**config.mk**
```make
export PLATFORM = sky130hd
export DESIGN_NAME = usbc_ep_cfg
export DESIGN_NICKNAME = d
export VERILOG_FILES = /design/src/usbc_pkg.sv /design/src/usbc_ep_cfg.sv /design/src/usbc_ep_mem.sv
export SDC_FILE = /design/constraint.sdc
export NUM_CORES = 1
export LEC_CHECK = 0
export ABC_AREA = 1
export BUFFER_PORTS_ARGS = -buffer_cell sky130_fd_sc_hd__buf_2
export CAP_MARGIN = 20
export CORE_MARGIN = 8
export CORE_UTILIZATION = 50
export DETAILED_ROUTE_END_ITERATION = 8
export PLACE_DENSITY = 0.73
export SYNTH_ARGS = -nofsm -noshare
export SYNTH_HDL_FRONTEND = slang
export SYNTH_SLANG_ARGS = --single-unit
```
**constraint.sdc**
```tcl
create_clock -name CLK -period 4.55 [get_ports CLK]
set_clock_uncertainty 0.15 [all_clocks]
set_input_delay 0 -clock CLK [delete_from_list [all_inputs] [get_ports CLK]]
set_output_delay 0 -clock CLK [all_outputs]
set_load 0.03 [all_outputs]
```
**src/usbc_pkg.sv**
```systemverilog
// Shared constants and types for the USB endpoint configuration block.
package usbc_pkg;

  // ----------------------------------------------------------------
  // Register map
  // ----------------------------------------------------------------
  localparam int ADDR_W = 8;
  localparam int DATA_W = 32;
  localparam int REG_W = 8;
  localparam logic [7:0] OFS_CNFG = 8'h00;
  localparam logic [7:0] OFS_PWRC = 8'h04;
  localparam logic [7:0] OFS_STAT = 8'h08;
  localparam logic [7:0] OFS_EP_BASE = 8'h40;
  localparam logic [7:0] EP_WIN_MASK = 8'hC3;
  localparam int EP_IDX_LSB = 2;
  localparam int NUM_EP = 16;
  localparam int EP_IDX_W = 4;
  localparam logic [3:0] EP_ZERO = 4'h0;

  // ----------------------------------------------------------------
  // Field positions and masks
  // ----------------------------------------------------------------
  localparam int CNFG_EYE = 7;
  localparam int CNFG_OEMON = 6;
  localparam int CNFG_SIDL = 4;
  localparam int CNFG_ASUSP = 0;
  localparam logic [7:0] CNFG_MASK = 8'hD1;
  localparam int PWRC_SUSP = 1;
  localparam logic [7:0] PWRC_MASK = 8'h02;
  localparam int EP_LS_DIRECT = 7;
  localparam int EP_NO_RETRY = 6;
  localparam int EP_CONDIS = 4;
  localparam int EP_RXEN = 3;
  localparam int EP_TXEN = 2;
  localparam int EP_STALL = 1;
  localparam int EP_HSHK = 0;
  localparam logic [7:0] EP_MASK = 8'hDF;
  localparam logic [7:0] EP_STORE_MASK = 8'hDD;
  localparam int STAT_SUSP = 0;
  localparam int STAT_HALT = 1;
  localparam int STAT_SLEEP = 2;
  localparam int STAT_IDLE = 3;
  localparam logic [7:0] RST_VAL = 8'h00;

  // ----------------------------------------------------------------
  // Types
  // ----------------------------------------------------------------
  typedef enum logic [2:0] {
    TK_OUT = 3'b001,
    TK_IN = 3'b010,
    TK_SETUP = 3'b100
  } usbc_kind_type;

  typedef enum logic [2:0] {
    ST_RUN = 3'b001,
    ST_IDLE_HALT = 3'b010,
    ST_SUSPEND = 3'b100
  } usbc_state_type;

  typedef struct packed {
    logic valid;
    logic [3:0] ep;
    usbc_kind_type kind;
    logic low_speed;
  } usbc_tok_type;

  typedef struct packed {
    logic valid;
    logic [3:0] ep;
  } usbc_stall_type;

  typedef struct packed {
    logic valid;
    logic [3:0] ep;
    logic accept;
    logic handshake;
    logic retry;
    logic ls_direct;
    logic pre_pid;
    logic stalled;
  } usbc_verdict_type;

endpackage

```
**src/usbc_ep_cfg.sv**
```systemverilog
// USB module configuration, power state and per-endpoint control.
// Notes on behaviour
// Eye-pattern test runs on the lines while the eye-test enable bit is set.
// Monitor bit set drives active-low output enable while lines are driven.
// Stop-in-idle set halts the module in chip Idle; clear keeps it running.
// Auto-suspend set suspends the module when the chip enters Sleep.
// Auto-suspend clear: only the suspend control stops module and 48 MHz clock.
// Host mode, endpoint 0: low-speed direct bit chooses direct or PRE PID.
// Host mode, endpoint 0: NACKed transactions retried unless retry disabled.
// With RX and TX enabled, control-disable set forbids SETUP transfers.
// Endpoint accepts receive transfers only while receive enable is set.
// Endpoint transmits only while transmit enable is set.
// Stall status bit reads one after the endpoint was stalled.
// Handshakes happen only while handshake enable is set.
// Upper and unimplemented bits read zero; sixteen endpoint registers exist.
//
// The address-and-strobe port and the address map were decided locally.
`timescale 1ns/1ns
module usbc_ep_cfg
  import usbc_pkg::*;
(
  input wire logic CLK, // Clock, 20 MHz.
  input wire logic RST, // Asynchronous reset, active high.
  input wire logic [7:0] ADDR, // Register byte address.
  input wire logic [31:0] WDATA, // Write data.
  input wire logic WR, // Write strobe.
  input wire logic RD, // Read strobe.
  output logic [31:0] RDATA, // Read data, cycle after the strobe.
  input wire usbc_tok_type TOKEN, // Token from the serial engine.
  input wire usbc_stall_type STALL_EVT, // Engine reports an endpoint stall.
  input wire logic HOST_MODE, // Module acts as host.
  input wire logic TX_DRIVE, // Engine drives D+ and D-.
  input wire logic SLEEP_IN, // Chip in Sleep, from another domain.
  input wire logic IDLE_IN, // Chip in Idle, from another domain.
  output usbc_verdict_type VERDICT, // Verdict on a token.
  output logic EYE_DP, // Eye-pattern level on D+.
  output logic EYE_DM, // Eye-pattern level on D-.
  output logic OE_N, // Line driver enable monitor, active low.
  output logic CLK48_EN, // Enable of the 48 MHz clock.
  output logic SUSPENDED, // Module suspended.
  output logic HALTED // Module halted in Idle.
);

  // ----------------------------------------------------------------
  // Address decoding
  // ----------------------------------------------------------------
  function automatic logic ep_hit(input logic [7:0] a);
    ep_hit = (a & EP_WIN_MASK) == OFS_EP_BASE;
  endfunction

  function automatic logic [3:0] ep_idx(input logic [7:0] a);
    ep_idx = a[EP_IDX_LSB +: EP_IDX_W];
  endfunction

  logic sleep_s1_q;
  logic sleep_q;
  logic idle_s1_q;
  logic idle_q;
  logic [7:0] cnfg_q;
  logic pwrc_susp_q;
  usbc_state_type state_q;
  usbc_state_type state_d;
  logic suspend_req;
  logic idle_halt_req;
  logic [NUM_EP-1:0] stall_q;
  logic ep_wr;
  logic [7:0] ep_rd_bus;
  logic [7:0] ep_rd_tok;
  logic rd_ep_q;
  logic [31:0] rd_misc_q;
  usbc_tok_type tok_q;
  logic eye_ph_q;

  // ----------------------------------------------------------------
  // Input synchronisers
  // ----------------------------------------------------------------
  always_ff @(posedge CLK or posedge RST)
  begin
    if (RST)
    begin
      sleep_s1_q <= 1'b0;
      sleep_q <= 1'b0;
      idle_s1_q <= 1'b0;
      idle_q <= 1'b0;
    end
    else
    begin
      // Logic reads only the second stage of each synchroniser.
      sleep_s1_q <= SLEEP_IN;
      sleep_q <= sleep_s1_q;
      idle_s1_q <= IDLE_IN;
      idle_q <= idle_s1_q;
    end
  end

  // ----------------------------------------------------------------
  // Configuration and power control registers
  // ----------------------------------------------------------------
  always_ff @(posedge CLK or posedge RST)
  begin
    if (RST)
    begin
      cnfg_q <= RST_VAL;
    end
    else if (WR && ADDR == OFS_CNFG)
    begin
      cnfg_q <= WDATA[REG_W-1:0] & CNFG_MASK;
    end
  end

  always_ff @(posedge CLK or posedge RST)
  begin
    if (RST)
    begin
      pwrc_susp_q <= 1'b0;
    end
    else if (WR && ADDR == OFS_PWRC)
    begin
      // Only the suspend bit of the power control word is kept.
      pwrc_susp_q <= WDATA[PWRC_SUSP];
    end
  end

  // ----------------------------------------------------------------
  // Power state
  // ----------------------------------------------------------------
  // Suspend outranks the Idle halt, so software suspend always stops the clock.
  assign suspend_req = pwrc_susp_q | (cnfg_q[CNFG_ASUSP] & sleep_q);
  assign idle_halt_req = idle_q & cnfg_q[CNFG_SIDL];

  always_comb
  begin
    state_d = state_q;
    unique case (state_q)
      ST_RUN:
      begin
        if (suspend_req)
          state_d = ST_SUSPEND;
        else if (idle_halt_req)
          state_d = ST_IDLE_HALT;
      end
      ST_IDLE_HALT:
      begin
        if (suspend_req)
          state_d = ST_SUSPEND;
        else if (!idle_halt_req)
          state_d = ST_RUN;
      end
      ST_SUSPEND:
      begin
        if (!suspend_req)
          state_d = ST_RUN;
      end
      default:
      begin
        state_d = ST_RUN;
      end
    endcase
  end

  always_ff @(posedge CLK or posedge RST)
  begin
    if (RST)
    begin
      state_q <= ST_RUN;
    end
    else
    begin
      state_q <= state_d;
    end
  end

  always_ff @(posedge CLK or posedge RST)
  begin
    if (RST)
    begin
      SUSPENDED <= 1'b0;
      HALTED <= 1'b0;
      CLK48_EN <= 1'b1;
    end
    else
    begin
      SUSPENDED <= state_d == ST_SUSPEND;
      HALTED <= state_d == ST_IDLE_HALT;
      CLK48_EN <= state_d != ST_SUSPEND;
    end
  end

  // ----------------------------------------------------------------
  // Endpoint control words
  // ----------------------------------------------------------------
  // Endpoint words keep every bit but bit 5 and the stall bit, which lives in its own flops.
  assign ep_wr = WR && ep_hit(ADDR);

  usbc_ep_mem u_mem (
    .clk(CLK),
    .rst(RST),
    .wr_en(ep_wr),
    .wr_idx(ep_idx(ADDR)),
    .wr_data(WDATA[REG_W-1:0] & EP_STORE_MASK),
    .rd_a_idx(ep_idx(ADDR)),
    .rd_a_data(ep_rd_bus),
    .rd_b_idx(TOKEN.ep),
    .rd_b_data(ep_rd_tok)
  );

  // A stall reported in the cycle software writes the bit still sets it.
  genvar gi;
  generate
    for (gi = 0; gi < NUM_EP; gi++)
    begin : g_stall
      always_ff @(posedge CLK or posedge RST)
      begin
        if (RST)
        begin
          stall_q[gi] <= 1'b0;
        end
        else if (STALL_EVT.valid && STALL_EVT.ep == EP_IDX_W'(gi))
        begin
          stall_q[gi] <= 1'b1;
        end
        else if (ep_wr && ep_idx(ADDR) == EP_IDX_W'(gi))
        begin
          stall_q[gi] <= WDATA[EP_STALL];
        end
      end
    end
  endgenerate

  // ----------------------------------------------------------------
  // Register reads
  // ----------------------------------------------------------------
  always_ff @(posedge CLK or posedge RST)
  begin
    if (RST)
    begin
      rd_ep_q <= 1'b0;
      rd_misc_q <= '0;
    end
    else
    begin
      rd_ep_q <= RD && ep_hit(ADDR);
      rd_misc_q <= '0;
      if (RD)
      begin
        if (ADDR == OFS_CNFG)
          rd_misc_q[REG_W-1:0] <= cnfg_q;
        else if (ADDR == OFS_PWRC)
          rd_misc_q[PWRC_SUSP] <= pwrc_susp_q;
        else if (ADDR == OFS_STAT)
        begin
          rd_misc_q[STAT_SUSP] <= state_q == ST_SUSPEND;
          rd_misc_q[STAT_HALT] <= state_q == ST_IDLE_HALT;
          rd_misc_q[STAT_SLEEP] <= sleep_q;
          rd_misc_q[STAT_IDLE] <= idle_q;
        end
        else if (ep_hit(ADDR))
          rd_misc_q[EP_STALL] <= stall_q[ep_idx(ADDR)];
      end
    end
  end

  // Both read sources are registered, so the data stand only in the cycle after the strobe.
  assign RDATA = rd_misc_q | (rd_ep_q ? {24'h00_0000, ep_rd_bus} : 32'h0000_0000);

  // ----------------------------------------------------------------
  // Token verdicts
  // ----------------------------------------------------------------
  always_ff @(posedge CLK or posedge RST)
  begin
    if (RST)
    begin
      tok_q <= '0;
    end
    else
    begin
      tok_q <= TOKEN;
    end
  end

  // Control-disable only matters when both directions of the endpoint are enabled.
  function automatic logic kind_allowed(input usbc_kind_type k, input logic [7:0] w);
    logic both;
    both = w[EP_RXEN] & w[EP_TXEN];
    unique case (k)
      TK_OUT: kind_allowed = w[EP_RXEN];
      TK_IN: kind_allowed = w[EP_TXEN];
      TK_SETUP: kind_allowed = both & ~w[EP_CONDIS];
      default: kind_allowed = 1'b0;
    endcase
  endfunction

  always_ff @(posedge CLK or posedge RST)
  begin
    if (RST)
    begin
      VERDICT <= '0;
    end
    else
    begin
      VERDICT.valid <= tok_q.valid;
      VERDICT.ep <= tok_q.ep;
      VERDICT.accept <= tok_q.valid && state_q == ST_RUN && kind_allowed(tok_q.kind, ep_rd_tok);
      VERDICT.handshake <= ep_rd_tok[EP_HSHK];
      // Host-only fields stay low for every endpoint other than endpoint 0.
      VERDICT.retry <= HOST_MODE && tok_q.ep == EP_ZERO && !ep_rd_tok[EP_NO_RETRY];
      VERDICT.ls_direct <= HOST_MODE && tok_q.ep == EP_ZERO && tok_q.low_speed && ep_rd_tok[EP_LS_DIRECT];
      VERDICT.pre_pid <= HOST_MODE && tok_q.ep == EP_ZERO && tok_q.low_speed && !ep_rd_tok[EP_LS_DIRECT];
      // The stall bit is read live, so a stall reported just before the token shows at once.
      VERDICT.stalled <= stall_q[tok_q.ep];
    end
  end

  // ----------------------------------------------------------------
  // Eye pattern and output enable monitor
  // ----------------------------------------------------------------
  always_ff @(posedge CLK or posedge RST)
  begin
    if (RST)
    begin
      eye_ph_q <= 1'b0;
      EYE_DP <= 1'b0;
      EYE_DM <= 1'b0;
    end
    else if (cnfg_q[CNFG_EYE] && state_q == ST_RUN)
    begin
      // The phase toggles every cycle, so D+ and D- swap levels on each clock.
      eye_ph_q <= ~eye_ph_q;
      EYE_DP <= eye_ph_q;
      EYE_DM <= ~eye_ph_q;
    end
    else
    begin
      eye_ph_q <= 1'b0;
      EYE_DP <= 1'b0;
      EYE_DM <= 1'b0;
    end
  end

  // The eye pattern drives the lines too, so it counts as driving.
  always_ff @(posedge CLK or posedge RST)
  begin
    if (RST)
    begin
      OE_N <= 1'b1;
    end
    else
    begin
      OE_N <= !(cnfg_q[CNFG_OEMON] && state_q == ST_RUN && (TX_DRIVE || cnfg_q[CNFG_EYE]));
    end
  end

endmodule

```
**src/usbc_ep_mem.sv**
```systemverilog
// Sixteen endpoint control words with two registered read ports.
`timescale 1ns/1ns
module usbc_ep_mem
  import usbc_pkg::*;
(
  input wire logic clk, // Clock.
  input wire logic rst, // Asynchronous reset, active high.
  input wire logic wr_en, // Write one word.
  input wire logic [3:0] wr_idx, // Word written.
  input wire logic [7:0] wr_data, // Data written.
  input wire logic [3:0] rd_a_idx, // Bus read index.
  output logic [7:0] rd_a_data, // Bus read data, one cycle later.
  input wire logic [3:0] rd_b_idx, // Token read index.
  output logic [7:0] rd_b_data // Token read data, one cycle later.
);

  logic [7:0] mem_q [NUM_EP];

  always_ff @(posedge clk or posedge rst)
  begin
    if (rst)
    begin
      for (int i = 0; i < NUM_EP; i++)
      begin
        mem_q[i] <= RST_VAL;
      end
    end
    else if (wr_en)
    begin
      mem_q[wr_idx] <= wr_data;
    end
  end

  always_ff @(posedge clk or posedge rst)
  begin
    if (rst)
    begin
      rd_a_data <= RST_VAL;
      rd_b_data <= RST_VAL;
    end
    else
    begin
      rd_a_data <= mem_q[rd_a_idx];
      rd_b_data <= mem_q[rd_b_idx];
    end
  end

endmodule

```
======== After elaboration in Yosys (flattened, before gate mapping) ========
Cells that the tools add are included.
storage, ports and cells
  bits of input ports ..................... 62
  output and inout port bits .............. 49
  register bits ........................... 207
  logic and storage cells ................. 254
cells by class
  bitwise operators ....................... 10
  reductions and logical operators ........ 71
  magnitude comparators ................... 5
  mux-type cells .......................... 65
  equality and inequality tests ........... 42
operator list
  operator              count
  $bwmux W128           1
  $bmux W8 S4           2
  $eq A4 B4 Y1 const B  16
  $mux W8               7
  $logic_and A1 B1 Y1   47
  $mux W1               41
  $eq A4 B3 Y1 const B  9
  $demux W8 S4          1
  $reduce_bool A2 Y1    16
  $eq A4 B2 Y1 const B  4
  $mux W3               5
  $logic_not A4 Y1      3
  $ge A5 B5 Y1 const B  2
  $lt A4 B5 Y1 const B  2
  $not A4 Y5            2
  $eq A3 B2 Y1 const B  3
  $eq A3 B3 Y1 const B  3
  $pmux W3 S3           1
  $bmux W1 S4           2
  $eq A4 B1 Y1 const B  2
  $eq A8 B3 Y1 const B  1
  $eq A8 B4 Y1 const B  1
  $logic_not A8 Y1      1
  $mux W4               2
  11 further kinds      19

======== Longest topological paths before layout ========
  depth after elaboration ................. 7
  gate-level depth with buffers ........... 10
  gate-level depth less buffers ........... 9

======== By module ========
A second synthesis with hierarchy kept.
second synthesis, totals
  cells, all modules ...................... 1493
  area total of the unflattened synthesis .. 10847.9 um^2
by module, submodules not included
  module       seq. area each (um^2)  times used  cells each  area each (um^2)
  usbc_ep_mem  3603.5                 1           1144        7870.0
  usbc_ep_cfg  1555.2                 1           349         2977.9

======== Worst setup path after synthesis ========
Ideal clock, no wire load.
  path kind ............................... flip-flop to flip-flop
  from .................................... register tok_q[4] (netlist bit)
  to ...................................... register VERDICT[0] (netlist bit)
  clock period less this slack ............ 1418 ps
  path slack .............................. 3132 ps
  setup time .............................. 117 ps
  cell stages (with the launch flop) ...... 8
  buffers on the path ..................... 2
  arrival ................................. 1151 ps
  required time ........................... 4283 ps
  path through ............................ dfrtp_1 clkbuf_1 clkbuf_1 nand2_1 o211ai_1 nand3_1 nand3_1 nand2_1
on the way
  cells in the longest elaborated chain, start to end .. 2
ends and longest elaborated chain
  element                        RTL line            source
  from (decl)                    usbc_ep_cfg.sv:71   usbc_tok_type tok_q;
  from (signal assigned)         usbc_ep_cfg.sv:273  tok_q <= '0;
  from (signal assigned)         usbc_ep_cfg.sv:277  tok_q <= TOKEN;
  $bmux W1 S4                    usbc_ep_cfg.sv:310  VERDICT.stalled <= stall_q[tok_q.ep];
  $mux W1 (not written as such)  usbc_ep_cfg.sv:310
  to (decl)                      usbc_ep_cfg.sv:35   output usbc_verdict_type VERDICT,
No other way between the ends. The select of a mux whose other input is x is not followed.
A chain may end at the register's enable or synchronous reset.

======== Worst setup path in the final report ========
  from .................................... input ADDR[3]
  to ...................................... register stall_q[14]
on the way
  cells in the longest elaborated chain, start to end .. 3
ends and longest elaborated chain
  element                              RTL line            source
  from (decl)                          usbc_ep_cfg.sv:24   input wire logic [7:0] ADDR,
  $eq A4 B4 Y1                         usbc_ep_cfg.sv:222  else if (ep_wr && ep_idx(ADDR) == EP_IDX_W'(gi))
  $logic_and A1 B1 Y1                  usbc_ep_cfg.sv:222
  $reduce_bool A2 Y1 (no source line)  n/a
  to (signal, indexed assignment)      usbc_ep_cfg.sv:224  stall_q[gi] <= WDATA[EP_STALL];
  to (decl)                            usbc_ep_cfg.sv:65   logic [NUM_EP-1:0] stall_q;
No other way between the ends.

==> flow_summary.json <==
{
  "clkSinkCount": 170,
  "rsz0062_at_grt": "no",
  "cp_max_fo": 25,
  "clock_path_buffers": 2,
  "first_pass_iters": 6,
  "synthArstFlopShare_pct": 100.0,
  "vias": 7394,
  "syn_inst": 990,
  "slew_violations": 0,
  "synth_ff_type": "dfrtp_1",
  "instances_no_fill": 1303,
  "cts_htree_levels": 4,
  "finalCriticalPeriod_ps": 2779,
  "hold_viol": 0,
  "cts_tree": "built",
  "synth_edf_count": 0,
  "p_total_uw": 3574,
  "finalCritPeriodShare_pct": 61.08,
  "yosys_warnings": 0,
  "slew_headroom_pct": 39.42,
  "drive_above_1_share_pct": 14.50,
  "ant_nets": 0,
  "start_kind": "input port",
  "path_clk_slew_ps": 70,
  "utilization_pct": 58.94,
  "worstPathRequired_ps": 4720,
  "rows": 47,
  "synth_cell_types": 38,
  "post_synth.cell_area_avg_um2": 8.468,
  "maxCapViolations": 0,
  "grt_max_degree": 95,
  "die_h_um": 145.5,
  "ios": 111,
  "peakVddDrop_mv": 0.2654,
  "hp-class": "input port to flip-flop",
  "outcome": "completed",
  "pwr-share-seq_pct": 46.6,
  "p_clk_share_pct": 40.9,
  "grt_pass1_wl_um": 38360,
  "p_int_uw": 2588,
  "die-area_um2": 21170,
  "synth_seq_cells": 170,
  "initial_utilization_pct": 50.91,
  "cts_made_buffers": 17,
  "critical_path_class": "input port to flip-flop",
  "syn_area_um2": 8383,
  "tightest_slew_ps": 906.8,
  "max_freq_mhz": 359.8,
  "syn2layout_area_growth_pct": 15.76,
  "p_per_area_nw_per_um2": 368.3,
  "io_buffers": 60,
  "endpoint_kind": "flip-flop",
  "dr.first_iter.drc_count": 731,
  "routedWlPerCell_um": 18.28,
  "dieWidth_um": 145.5,
  "pwr-share-comb_pct": 12.5,
  "vias_per_cell": 5.675,
  "grt_overflow_total": 0,
  "root_buffer": "clkbuf_16",
  "finalSetupViolCount": 0,
  "diodes": 0,
  "core_area_um2": 16470,
  "place_inst": 1224,
  "p_sw_share_pct": 27.60,
  "p_leak_uw": 0.004588,
  "dp_hpwl_um": 15490,
  "place_congestion": 0.8779,
  "crit_arrival_ps": 2950,
  "ys_seq_area_share_pct": 50.79,
  "cts_setup_buffers": 0,
  "wirelength_um": 23820,
  "antenna_found_initial": 1,
  "track_usage_pct": 22.62,
  "drcViolationCount": 0,
  "nets": 1132,
  "p_switching_uw": 986.2,
  "setup_tns_ps": 0,
  "clk_latency_ps": 430,
  "grt_pass1_vias": 7227
}
layout by cell type (no fill, tap or decap), drive strengths merged, types with 8 or more instances in the layout:
master / Yosys / layout
nand4: 8 / 8
nor2: 72 / 72
nand3: 29 / 29
nor3: 8 / 8
dlygate4sd3: 0 / 47
o221ai: 21 / 21
conb: 1 / 25
dfrtp: 167 / 167
nand2: 232 / 232
clkbuf: 25 / 19
a21oi: 31 / 31
a22oi: 22 / 22
buf: 48 / 63
inv: 97 / 99
o211ai: 19 / 19
o21ai: 192 / 192
metal layers:
layer	vias up	global-route usage (%)	wire (µm)
li1	3428	-	-
met1	3517	27.97	9468
met2	373	36.00	11330
met3	74	5.721	2101
met4	2	11.92	903
met5	-	0	13
power groups by stage:
stage	registers [µW]	logic, µW	clock network, µW
6_report	1670	445	1460
5_1_grt	1670	490	1530
4_1_cts	1660	440	1470
3_5_place_dp	1690	406	0
3_3_place_gp	1690	397	0
2_1_floorplan	1690	295	0
sequential cells by signal, summed over array words and instances (netlist names), 3 cells and up:
register and cells:
VERDICT 11, cnfg_q 4, rd_misc_q 7, stall_q 16
state_q 3, tok_q 9, u_mem.mem_q 96, u_mem.rd_a_data 6
u_mem.rd_b_data 6
Yosys cell counts (all sizes together) (2+ instances only):
library cell | instances | area share [%]
buf | 48 | 4.2
nor2 | 72 | 4.9
a21o | 6 | 0.54
nand2 | 232 | 11
o211ai | 19 | 1.7
o21ai | 192 | 12
a21oi | 31 | 1.9
inv | 97 | 4.4
a31oi | 2 | 0.15
dfrtp | 167 | 50
dfstp | 3 | 0.94
nand4 | 8 | 0.60
nor3 | 8 | 0.60
nand3 | 29 | 1.8
a22oi | 22 | 2.0
clkbuf | 25 | 1.1
o221ai | 21 | 2.2
critical path, stage by stage:
cell	delay, ps
dlygate4sd3_1	530
buf_2	270
inv_2	130
nor2_4	680
nand2_2	220
nor2_2	170
inv_2	150
nand2_1	90
o311ai_0	110
dlygate4sd3_1	580
cells by family after synthesis:
family	share of synthesized area (%)
AND/OR/NAND/NOR	18.90
AO/OA/AOI/OAI	20.51
buffers and inverters	9.761
flip-flops	50.79
other	0.04473
final timing paths:
path | startpoint | endpoint | slack, ps | cells past startpoint
worst max-delay path | ADDR[3] | stall_q[14] | 1770 | 10
worst min-delay path | IDLE_IN | idle_s1_q | 50 | 2
worst max register to register | state_q[0] | rd_misc_q[0] | 2840 | 4
worst min register to register | u_mem.rd_b_data[0] | VERDICT[4] | 200 | 0
max in group asynchronous | RST | u_mem.mem_q[36] | 3120 | 4
min in group asynchronous | RST | stall_q[8] | 140 | 3
stage by stage:
| stage | setup slack, ps | instance area, µm² | hold slack, ps |
|---|---|---|---|
| 6_report | 1771 | 9704 | 53.10 |
| 3_5_place_dp | 2314 | 8640 | -40.26 |
| 3_3_place_gp | 2375 | 8640 | -42.49 |
| 2_1_floorplan | 2234 | 8477 | -118.6 |
| 5_1_grt | 1666 | 9704 | 56.99 |
| 4_1_cts | 1833 | 9704 | 44.83 |
timing repair:
action | 4_1_cts | 5_1_grt
endpoints found under the hold margin | 129 | 0
hold buffers | 47 | 0
setup endpoints to repair | 0 | 0
resized for setup | 0 | 0
layout make-up:
type                            count  area (µm²)
Timing Repair Buffer              110       805.8
Inverter                           98       374.1
Clock inverter                     13       141.4
Tap cell                          220       275.3
Sequential cell                   170        4258
Multi-Input combinational cell    673        3397
Clock buffer                       19       452.9
Fill cell                        1421        6761
No activity file was read; power rests on OpenSTA's default activity.
